`config.mk`:
```
export PLATFORM = sky130hd
export DESIGN_NAME = irq_flag_logic
export DESIGN_NICKNAME = d
export VERILOG_FILES = /design/src/core/irq_flag_pkg.sv /design/src/core/irq_flag_logic.sv /design/src/core/pin_sync.sv
export VERILOG_INCLUDE_DIRS = /design/src /design/src/core
export SDC_FILE = /design/constraint.sdc
export NUM_CORES = 1
export LEC_CHECK = 0
export BUFFER_PORTS_ARGS = -buffer_cell sky130_fd_sc_hd__buf_2
export CAP_MARGIN = 10
export CORE_MARGIN = 2
export CORE_UTILIZATION = 48
export CTS_CLUSTER_DIAMETER = 80
export DETAILED_ROUTE_END_ITERATION = 10
export GPL_TIMING_DRIVEN = 0
export PLACE_DENSITY = 0.83
export SLEW_MARGIN = 5
export SYNTH_ARGS = -nofsm -noshare
export SYNTH_HDL_FRONTEND = slang
export SYNTH_SLANG_ARGS = --single-unit
```
`constraint.sdc`:
```
create_clock -name hclk -period 6.4 [get_ports hclk]
set_input_delay 1.6 -clock hclk [delete_from_list [all_inputs] [get_ports hclk]]
set_output_delay 1.6 -clock hclk [all_outputs]
set_load 0.05 [all_outputs]
```
`src/core/irq_flag_map.svh`:
```
/*
 * Register offsets, field positions, reset values for the peripheral
 * interrupt flag block. Assumes inclusion by bare name from core/.
 */
`ifndef IRQ_FLAG_MAP_SVH
`define IRQ_FLAG_MAP_SVH

`define OFS_TIMER_STATUS   12'h000
`define OFS_TIMER_ENABLE   12'h004
`define OFS_SERIAL_STATUS  12'h008
`define OFS_SERIAL_DATA    12'h00C
`define OFS_SERIAL_ENABLE  12'h010
`define OFS_CONDITION_CODE 12'h014
`define OFS_IRQ_STATUS     12'h018
`define OFS_IRQ_MASK       12'h01C
`define OFS_REQ_VIEW       12'h020

`define BIT_RX_FULL        0
`define BIT_GLOBAL_MASK    4
`define BIT_EV_IRQ_RISE    0
`define BIT_EV_RX_OVERRUN  1

`define RST_CONDITION_CODE 8'h10
`define RST_ZERO           32'h0000_0000

`endif

```
`src/core/irq_flag_pkg.sv`:
```
/*
 * Types shared by the peripheral interrupt flag block.
 * Assumes the map header is compiled alongside.
 */
package irq_flag_pkg;
	typedef enum logic [1:0]
	{
		RX_IDLE,
		RX_ARMED
	} rx_clear_e;
	typedef logic [31:0] word_t;
endpackage

```
`src/core/irq_flag_logic.sv`:
```
/*
 * Peripheral interrupt flag logic: timer flags cleared by write-one,
 * serial receive-full flag cleared by status read then data read,
 * per-source enables, global mask in the condition code register,
 * AHB-Lite slave with sticky event status, mask and one interrupt line.
 * Assumes a single AHB-Lite master issuing single word transfers, and
 * event pins asynchronous to hclk.
 */
// Added by the designer: the placing of the registers and the AHB-Lite interface to the registers.
// Contract
// - Flag and enable per source; request when both
// - Flags set regardless of enable
// - Global mask bit blocks all requests; here only irq_request, bus_irq follows irq_mask alone
// - Timer flags cleared only by written ones
// - Status read then data read clears receive-full
// - Any data register read counts, including RMW
// - Request is a level until flag cleared
`timescale 1ns/10ps
`include "irq_flag_map.svh"
module irq_flag_logic
	import irq_flag_pkg::*;
#(
	parameter int TIMER_SOURCES = 8
)
(
	// Bus clock and reset
	input  wire logic                     hclk,
	input  wire logic                     hresetn,
	// AHB-Lite slave
	input  wire logic                     hsel,
	input  wire logic [11:0]              haddr,
	input  wire logic [1:0]               htrans,
	input  wire logic                     hwrite,
	input  wire logic [2:0]               hsize,
	input  wire logic [31:0]              hwdata,
	input  wire logic                     hready,
	output logic      [31:0]              hrdata,
	output logic                          hreadyout,
	output logic                          hresp,
	// Peripheral event pins
	input  wire logic [TIMER_SOURCES-1:0] timer_event,
	input  wire logic                     rx_event,
	// Requests to the core
	output logic                          irq_request,
	output logic                          bus_irq
);
	// Flag and enable words are sliced from one bus word
	if (TIMER_SOURCES < 1 || TIMER_SOURCES > 32)
	begin : bad_timer_sources
		$error("TIMER_SOURCES must lie in 1..32");
	end

	localparam int NP = TIMER_SOURCES + 1;

	// Synchronised event pins and edge detect
	logic [NP-1:0] ev_level;
	logic [NP-1:0] ev_prev;
	pin_sync #(.WIDTH(NP)) u_sync
	(
		.hclk      (hclk),
		.hresetn   (hresetn),
		.pin_in    ({rx_event, timer_event}),
		.level_out (ev_level)
	);
	wire [NP-1:0]            ev_rise  = ev_level & ~ev_prev;
	wire [TIMER_SOURCES-1:0] timer_set = ev_rise[TIMER_SOURCES-1:0];
	wire                     rx_set    = ev_rise[NP-1];

	// Register state
	logic [TIMER_SOURCES-1:0] timer_flag;
	logic [TIMER_SOURCES-1:0] timer_enable;
	logic                     rx_full;
	logic                     rx_enable;
	logic [7:0]               condition_code_register;
	logic [1:0]               irq_status;
	logic [1:0]               irq_mask;
	rx_clear_e                rx_state;

	// Address phase capture
	logic        dp_valid;
	logic        dp_write;
	logic [11:0] dp_addr;
	wire         ap_take  = hsel & htrans[1] & hready;
	wire         ap_read  = ap_take & ~hwrite;

	function automatic logic hit(input logic [11:0] a, input logic [11:0] ofs);
		hit = (a[11:2] == ofs[11:2]);
	endfunction

	wire wr_tstat = dp_valid & dp_write & hit(dp_addr, `OFS_TIMER_STATUS);
	wire wr_ten   = dp_valid & dp_write & hit(dp_addr, `OFS_TIMER_ENABLE);
	wire wr_sen   = dp_valid & dp_write & hit(dp_addr, `OFS_SERIAL_ENABLE);
	wire wr_cond  = dp_valid & dp_write & hit(dp_addr, `OFS_CONDITION_CODE);
	wire wr_istat = dp_valid & dp_write & hit(dp_addr, `OFS_IRQ_STATUS);
	wire wr_imask = dp_valid & dp_write & hit(dp_addr, `OFS_IRQ_MASK);
	// Reads decoded in the address phase so data is ready in the data phase
	wire rd_sstat = ap_read & hit(haddr, `OFS_SERIAL_STATUS);
	// Any access to data reads it first: a write here models the RMW operand read
	wire rd_sdata = ap_take & hit(haddr, `OFS_SERIAL_DATA);

	// Set wins over a same-cycle write-one clear, so no event is lost
	function automatic word_t sticky(input word_t flags, input word_t set, input word_t clear);
		sticky = set | (flags & ~clear);
	endfunction

	// Timer flags: zeros written leave bits alone
	wire [TIMER_SOURCES-1:0] timer_clear = wr_tstat ? hwdata[TIMER_SOURCES-1:0] : '0;
	wire word_t              timer_word  = sticky(word_t'(timer_flag), word_t'(timer_set), word_t'(timer_clear));
	wire [TIMER_SOURCES-1:0] next_timer  = timer_word[TIMER_SOURCES-1:0];

	// Receive-full two-step clear; arm only on status read while set
	wire rx_clear   = (rx_state == RX_ARMED) & rd_sdata & rx_full;
	wire next_rx    = rx_set | (rx_full & ~rx_clear);
	rx_clear_e next_rx_state;
	always_comb
	begin
		next_rx_state = rx_state;
		case (rx_state)
			RX_IDLE:
				if (rd_sstat && rx_full)
					next_rx_state = RX_ARMED;
			RX_ARMED:
				if (rd_sdata || !rx_full)
					next_rx_state = RX_IDLE;
			default:
				next_rx_state = RX_IDLE;
		endcase
	end

	// Request: flag and enable per source, gated by global mask, held as a level
	wire any_req  = |(timer_flag & timer_enable) | (rx_full & rx_enable);
	wire next_req = any_req & ~condition_code_register[`BIT_GLOBAL_MASK];
	wire req_rise = next_req & ~irq_request;

	// Bus-side event status: request rising, receive overrun
	wire [1:0] ev_new;
	assign ev_new[`BIT_EV_IRQ_RISE]   = req_rise;
	assign ev_new[`BIT_EV_RX_OVERRUN] = rx_set & rx_full;
	wire [1:0] istat_clear = wr_istat ? hwdata[1:0] : 2'h0;
	wire word_t istat_word = sticky(word_t'(irq_status), word_t'(ev_new), word_t'(istat_clear));
	wire [1:0] next_istat  = istat_word[1:0];

	// Read mux, selected in the address phase
	word_t rd_word;
	always_comb
	begin
		rd_word = `RST_ZERO;
		if (hit(haddr, `OFS_TIMER_STATUS))
			rd_word[TIMER_SOURCES-1:0] = timer_flag;
		else if (hit(haddr, `OFS_TIMER_ENABLE))
			rd_word[TIMER_SOURCES-1:0] = timer_enable;
		else if (hit(haddr, `OFS_SERIAL_STATUS))
			rd_word[`BIT_RX_FULL] = rx_full;
		else if (hit(haddr, `OFS_SERIAL_ENABLE))
			rd_word[0] = rx_enable;
		else if (hit(haddr, `OFS_CONDITION_CODE))
			rd_word[7:0] = condition_code_register;
		else if (hit(haddr, `OFS_IRQ_STATUS))
			rd_word[1:0] = irq_status;
		else if (hit(haddr, `OFS_IRQ_MASK))
			rd_word[1:0] = irq_mask;
		else if (hit(haddr, `OFS_REQ_VIEW))
			rd_word[0] = any_req;
	end

	// Register writes land at the end of the data phase
	wire [TIMER_SOURCES-1:0] next_timer_enable = wr_ten ? hwdata[TIMER_SOURCES-1:0] : timer_enable;
	wire                     next_rx_enable    = wr_sen ? hwdata[0] : rx_enable;
	wire [7:0]               next_condition    = wr_cond ? hwdata[7:0] : condition_code_register;
	wire [1:0]               next_irq_mask     = wr_imask ? hwdata[1:0] : irq_mask;
	wire                     next_bus_irq      = |(next_istat & irq_mask);
	word_t                   next_hrdata;
	assign next_hrdata = ap_read ? rd_word : `RST_ZERO;

	always_ff @(posedge hclk or negedge hresetn)
	begin
		if (!hresetn)
			dp_valid <= 1'b0;
		else
			dp_valid <= ap_take;
	end

	always_ff @(posedge hclk or negedge hresetn)
	begin
		if (!hresetn)
			dp_write <= 1'b0;
		else
			dp_write <= hwrite;
	end

	always_ff @(posedge hclk or negedge hresetn)
	begin
		if (!hresetn)
			dp_addr <= 12'h000;
		else
			dp_addr <= haddr;
	end

	// Zero outside read data phases, so stale words never linger on the bus
	always_ff @(posedge hclk or negedge hresetn)
	begin
		if (!hresetn)
			hrdata <= `RST_ZERO;
		else
			hrdata <= next_hrdata;
	end

	always_ff @(posedge hclk or negedge hresetn)
	begin
		if (!hresetn)
			ev_prev <= '0;
		else
			ev_prev <= ev_level;
	end

	always_ff @(posedge hclk or negedge hresetn)
	begin
		if (!hresetn)
			timer_flag <= '0;
		else
			timer_flag <= next_timer;
	end

	always_ff @(posedge hclk or negedge hresetn)
	begin
		if (!hresetn)
			timer_enable <= '0;
		else
			timer_enable <= next_timer_enable;
	end

	always_ff @(posedge hclk or negedge hresetn)
	begin
		if (!hresetn)
			rx_full <= 1'b0;
		else
			rx_full <= next_rx;
	end

	always_ff @(posedge hclk or negedge hresetn)
	begin
		if (!hresetn)
			rx_enable <= 1'b0;
		else
			rx_enable <= next_rx_enable;
	end

	always_ff @(posedge hclk or negedge hresetn)
	begin
		if (!hresetn)
			rx_state <= RX_IDLE;
		else
			rx_state <= next_rx_state;
	end

	// Comes out of reset masked, so nothing reaches the core before software is ready
	always_ff @(posedge hclk or negedge hresetn)
	begin
		if (!hresetn)
			condition_code_register <= `RST_CONDITION_CODE;
		else
			condition_code_register <= next_condition;
	end

	always_ff @(posedge hclk or negedge hresetn)
	begin
		if (!hresetn)
			irq_status <= 2'h0;
		else
			irq_status <= next_istat;
	end

	always_ff @(posedge hclk or negedge hresetn)
	begin
		if (!hresetn)
			irq_mask <= 2'h0;
		else
			irq_mask <= next_irq_mask;
	end

	always_ff @(posedge hclk or negedge hresetn)
	begin
		if (!hresetn)
			irq_request <= 1'b0;
		else
			irq_request <= next_req;
	end

	always_ff @(posedge hclk or negedge hresetn)
	begin
		if (!hresetn)
			bus_irq <= 1'b0;
		else
			bus_irq <= next_bus_irq;
	end

	// No wait states, no error response; still flops so every output is registered
	always_ff @(posedge hclk or negedge hresetn)
	begin
		if (!hresetn)
		begin
			hreadyout <= 1'b1;
			hresp     <= 1'b0;
		end
		else
		begin
			hreadyout <= 1'b1;
			hresp     <= 1'b0;
		end
	end
endmodule

```
`src/core/pin_sync.sv`:
```
/*
 * Three-stage synchroniser for a bus of event pins.
 * Assumes pins are asynchronous to hclk; output changes when stages two and three agree.
 */
`timescale 1ns/10ps
module pin_sync
#(
	parameter int WIDTH = 8
)
(
	// Clock and reset
	input  wire logic             hclk,
	input  wire logic             hresetn,
	// Pins in, filtered level out
	input  wire logic [WIDTH-1:0] pin_in,
	output logic      [WIDTH-1:0] level_out
);
	if (WIDTH < 1)
	begin : bad_width
		$error("WIDTH must be at least 1");
	end

	logic [WIDTH-1:0] stage1;
	logic [WIDTH-1:0] stage2;
	logic [WIDTH-1:0] stage3;
	wire  [WIDTH-1:0] agree = ~(stage2 ^ stage3);
	wire  [WIDTH-1:0] next_level = (agree & stage3) | (~agree & level_out);

	always_ff @(posedge hclk or negedge hresetn)
	begin
		if (!hresetn)
		begin
			stage1    <= '0;
			stage2    <= '0;
			stage3    <= '0;
			level_out <= '0;
		end
		else
		begin
			stage1    <= pin_in;
			stage2    <= stage1;
			stage3    <= stage2;
			level_out <= next_level;
		end
	end
endmodule

```
==> flow_metrics.env <==
export IMPL_outcome="complete, no violations"
export IMPL_path_class="input pin to flop"
export IMPL_gp_congestion=0.887
export IMPL_routedWlPerCell_um=14.1
export IMPL_h_tree_depth=3
export IMPL_worstReg2RegEnd="timer_flag[2]$_DFF_PN0_"
export IMPL_syn_avg_cell_area_um2=13.8
export IMPL_dpl_hpwl_um=4610
export IMPL_io_pins=99
export IMPL_die_h_um=92.6
export IMPL_yosysWarnings=0
export IMPL_overflow=0
export IMPL_netlist_cell_type_count=40
export IMPL_clk_latency_ns=0.36
export IMPL_io_buffers=42
export IMPL_die_area_um2=8580
export IMPL_cts_setup_buffers=0
export IMPL_cp_buffers_inverters=1
export IMPL_p_sw_frac=0.240
export IMPL_max_freq_mhz=312
export IMPL_grt_pass1_vias=2262
export IMPL_worstPathArrival_ns=3.46
export IMPL_setup_tns_ns=0
export IMPL_drv_slew=0
export IMPL_route_vias_total=2242
export IMPL_finalSetupViolations=0
export IMPL_netlist_instances=273
export IMPL_crit_slowest_cell="or4_1"
export IMPL_core_um2=7650
export IMPL_cts_clk_slew_worst_paths_ns=0.09
export IMPL_grt_max_degree=56
export IMPL_path_delay_family="simple AND/OR/NAND/NOR gates"
export IMPL_root_buffer="clkbuf_8"
export IMPL_firstDrtPassIters=4
export IMPL_p_comb_frac=0.089
export IMPL_cap_violations=0
export IMPL_power_density_nw_per_um2=270
export IMPL_hp_start="u_sync.stage1[4]$_DFF_PN0_"
export IMPL_fin_crit_sh=0.501
export IMPL_cts_sinks=98
export IMPL_antenna_found_initial=0
export IMPL_drt_iter0_drc=147
export IMPL_worst_pin_slew_ns=0.625
export IMPL_syn2layout_area_growth_pct=18.0
export IMPL_synth_seq_cells=98
export IMPL_finClkSkew_ns=0.0101
export IMPL_p_seq_frac=0.551
export IMPL_path_cells="buf_2, or4_1, or4_1, nor4b_2, nand3_1, a22o_1"
export IMPL_relSlewSlack=0.580
export IMPL_synth_yosys_seq_area_share=0.651
export IMPL_critPathCaptureType="flop"
export IMPL_intPower_uw=913
export IMPL_drc_errors=0
export IMPL_reg2regPathDepth=5
export IMPL_drive_above_1_share=0.329
export IMPL_p_leak_nw=2.12
export IMPL_rsz0062_at_grt="no"
export IMPL_dieWidth_um=92.6
export IMPL_grt_first_pass_wirelength_um=10700
export IMPL_nNetsFinal=414
export IMPL_initial_utilization=0.493
export IMPL_nFillCells=617
export IMPL_tritoncts_num_buffers=9
export IMPL_core_rowCount=32
export IMPL_startpoint_type="input pin"
export IMPL_setup_slack_ns=3.19
export IMPL_period_needed_ns=3.21
export IMPL_holdPathEnd="u_sync.stage2[4]$_DFF_PN0_"
export IMPL_final_antenna_net_count=0
export IMPL_hold_depth=0
export IMPL_netlist_area_um2=3770
export IMPL_required_ns=6.65
export IMPL_clockBufferDepth=2
export IMPL_finalWirelength_um=6460
export IMPL_p_clk_frac=0.360
export IMPL_via_per_inst=4.90
export IMPL_crit_path_max_fanout=3
export IMPL_postCtsHoldBufs=0
export IMPL_cpMostUsedCell="or4_1"
export IMPL_grt_use_total=0.165
export IMPL_r2r_start="dp_addr[7]$_DFF_PN0_"
export IMPL_finalHoldViolCount=0
export IMPL_cts_resized_gates=0
export IMPL_diodes=0
export IMPL_max_stage_delay_ns=0.53
export IMPL_p_sw_uw=289
export IMPL_vdd_drop_max_mv=0.103
export IMPL_hold_class="flop to flop"
export IMPL_preCtsSetupSlack_ns=2.84
export IMPL_r2r_slack_ns=4.00
export IMPL_tritoncts="done"
## cells in the final DEF (no fill, tap or decap), types with 4 or more instances in the layout
| master | instances |
|---|---|
| a21oi_1 | 5 |
| a22o_1 | 10 |
| a22oi_1 | 6 |
| buf_2 | 41 |
| buf_4 | 27 |
| clkbuf_1 | 5 |
| clkbuf_8 | 10 |
| conb_1 | 26 |
| dfrtp_1 | 97 |
| inv_1 | 14 |
| maj3_1 | 9 |
| mux2_2 | 16 |
| mux2_4 | 8 |
| mux2i_1 | 4 |
| nand2_1 | 14 |
| nand3_1 | 4 |
| nor2_1 | 11 |
| nor3_1 | 5 |
## per-stage QoR
step / hold slack, ns / area (um^2) / total power [mW] / instances / utilization
after floorplan: 0.331 / 3860 / 0.744 / 297 / -
final: 0.353 / 4450 / 1.20 / 458 / 0.581
after CTS: 0.355 / 4450 / 1.21 / 458 / 0.581
after global routing: 0.362 / 4450 / 1.26 / 458 / 0.581
after detailed placement: 0.335 / 4230 / 0.782 / 442 / 0.553
after global placement: 0.332 / 4200 / 0.775 / 441 / 0.549
## metal layers
layer | track usage | up-vias | wire length (um)
li1 | - | 1056 | -
met1 | 0.210 | 1096 | 2840
met2 | 0.265 | 78 | 3040
met3 | 0.0488 | 12 | 440
met5 | 0 | - | 0
met4 | 0.0672 | 0 | 136
## cell type report
cell class / instances / area, um^2 / share of cell area
Sequential cell: 98 / 2450 / 0.552
Inverter: 14 / 52.6 / 0.0118
Clock inverter: 5 / 77.6 / 0.0175
Tap cell: 102 / 128 / 0.0287
Clock buffer: 11 / 141 / 0.0318
Buffer: 33 / 238 / 0.0535
Timing Repair Buffer: 43 / 240 / 0.0540
Multi-Input combinational cell: 152 / 1110 / 0.251
## synthesized netlist by cell type, drive strengths merged
master	number	area (um^2)
or4	5	45.0
dfstp	1	26.3
nand4	2	12.5
nor2b	3	18.8
mux2i	4	40.0
a22o	10	87.6
nand2	14	52.6
nand2b	1	6.26
and3	1	11.3
o31ai	2	15.0
a222oi	1	10.0
a21oi	5	25.0
maj3	9	90.1
nand3b	2	27.5
a32o	1	10.0
o2111a	1	11.3
a211oi	1	7.51
inv	14	52.6
mux2	24	300
a22oi	6	45.0
dfrtp	97	2430
nor2	12	52.6
a221oi	1	8.76
conb	2	7.51
clkbuf	4	15.0
nor4b	1	15.0
o22ai	3	18.8
or3	2	12.5
o21ai	3	15.0
nand3	4	20.0
buf	29	223
nor3	5	25.0
nor4	3	33.8
## worst reg2reg max path: stages, from the launching register on
cell and delay, ns:
dfrtp_1 0.38, or4_4 0.54, or4_4 0.55, nor4_4 0.49, nand2_1 0.12, a22o_1 0.20
## worst max-delay path by stage
stage,endpoint,depth (start not counted),from,slack [ns]
2_1_floorplan,rx_full$_DFF_PN0_,5,haddr[11],3.14
3_3_place_gp,u_sync.stage1[8]$_DFF_PN0_,1,hresetn,2.88
3_5_place_dp,rx_full$_DFF_PN0_,6,haddr[11],2.84
4_1_cts,rx_full$_DFF_PN0_,6,haddr[11],3.21
5_1_grt,rx_full$_DFF_PN0_,6,haddr[11],3.16
6_report,rx_full$_DFF_PN0_,6,haddr[11],3.19
## flip-flops by register name, summed over array words and instances (netlist names), 9 cells and up, named ones only
name and count:
dp_addr 10, ev_prev 9, u_sync.stage1 9, u_sync.stage2 9
u_sync.stage3 9
## power by group through the flow
stage	combinational, mW	sequential [mW]	clock, mW
2_1_floorplan	0.0727	0.671	0
3_3_place_gp	0.102	0.673	0
3_5_place_dp	0.107	0.675	0
4_1_cts	0.107	0.662	0.440
5_1_grt	0.116	0.666	0.473
6_report	0.107	0.662	0.433
## kinds of logic after synthesis
| family | share of synthesized area |
|---|---|
| compound gates | 0.0674 |
| flops | 0.651 |
| mux | 0.0903 |
| simple gates | 0.0883 |
| buf+inv | 0.0770 |
| other cells | 0.00199 |
| fa+ha+maj | 0.0239 |
No activity file was read; power rests on OpenSTA's default activity.
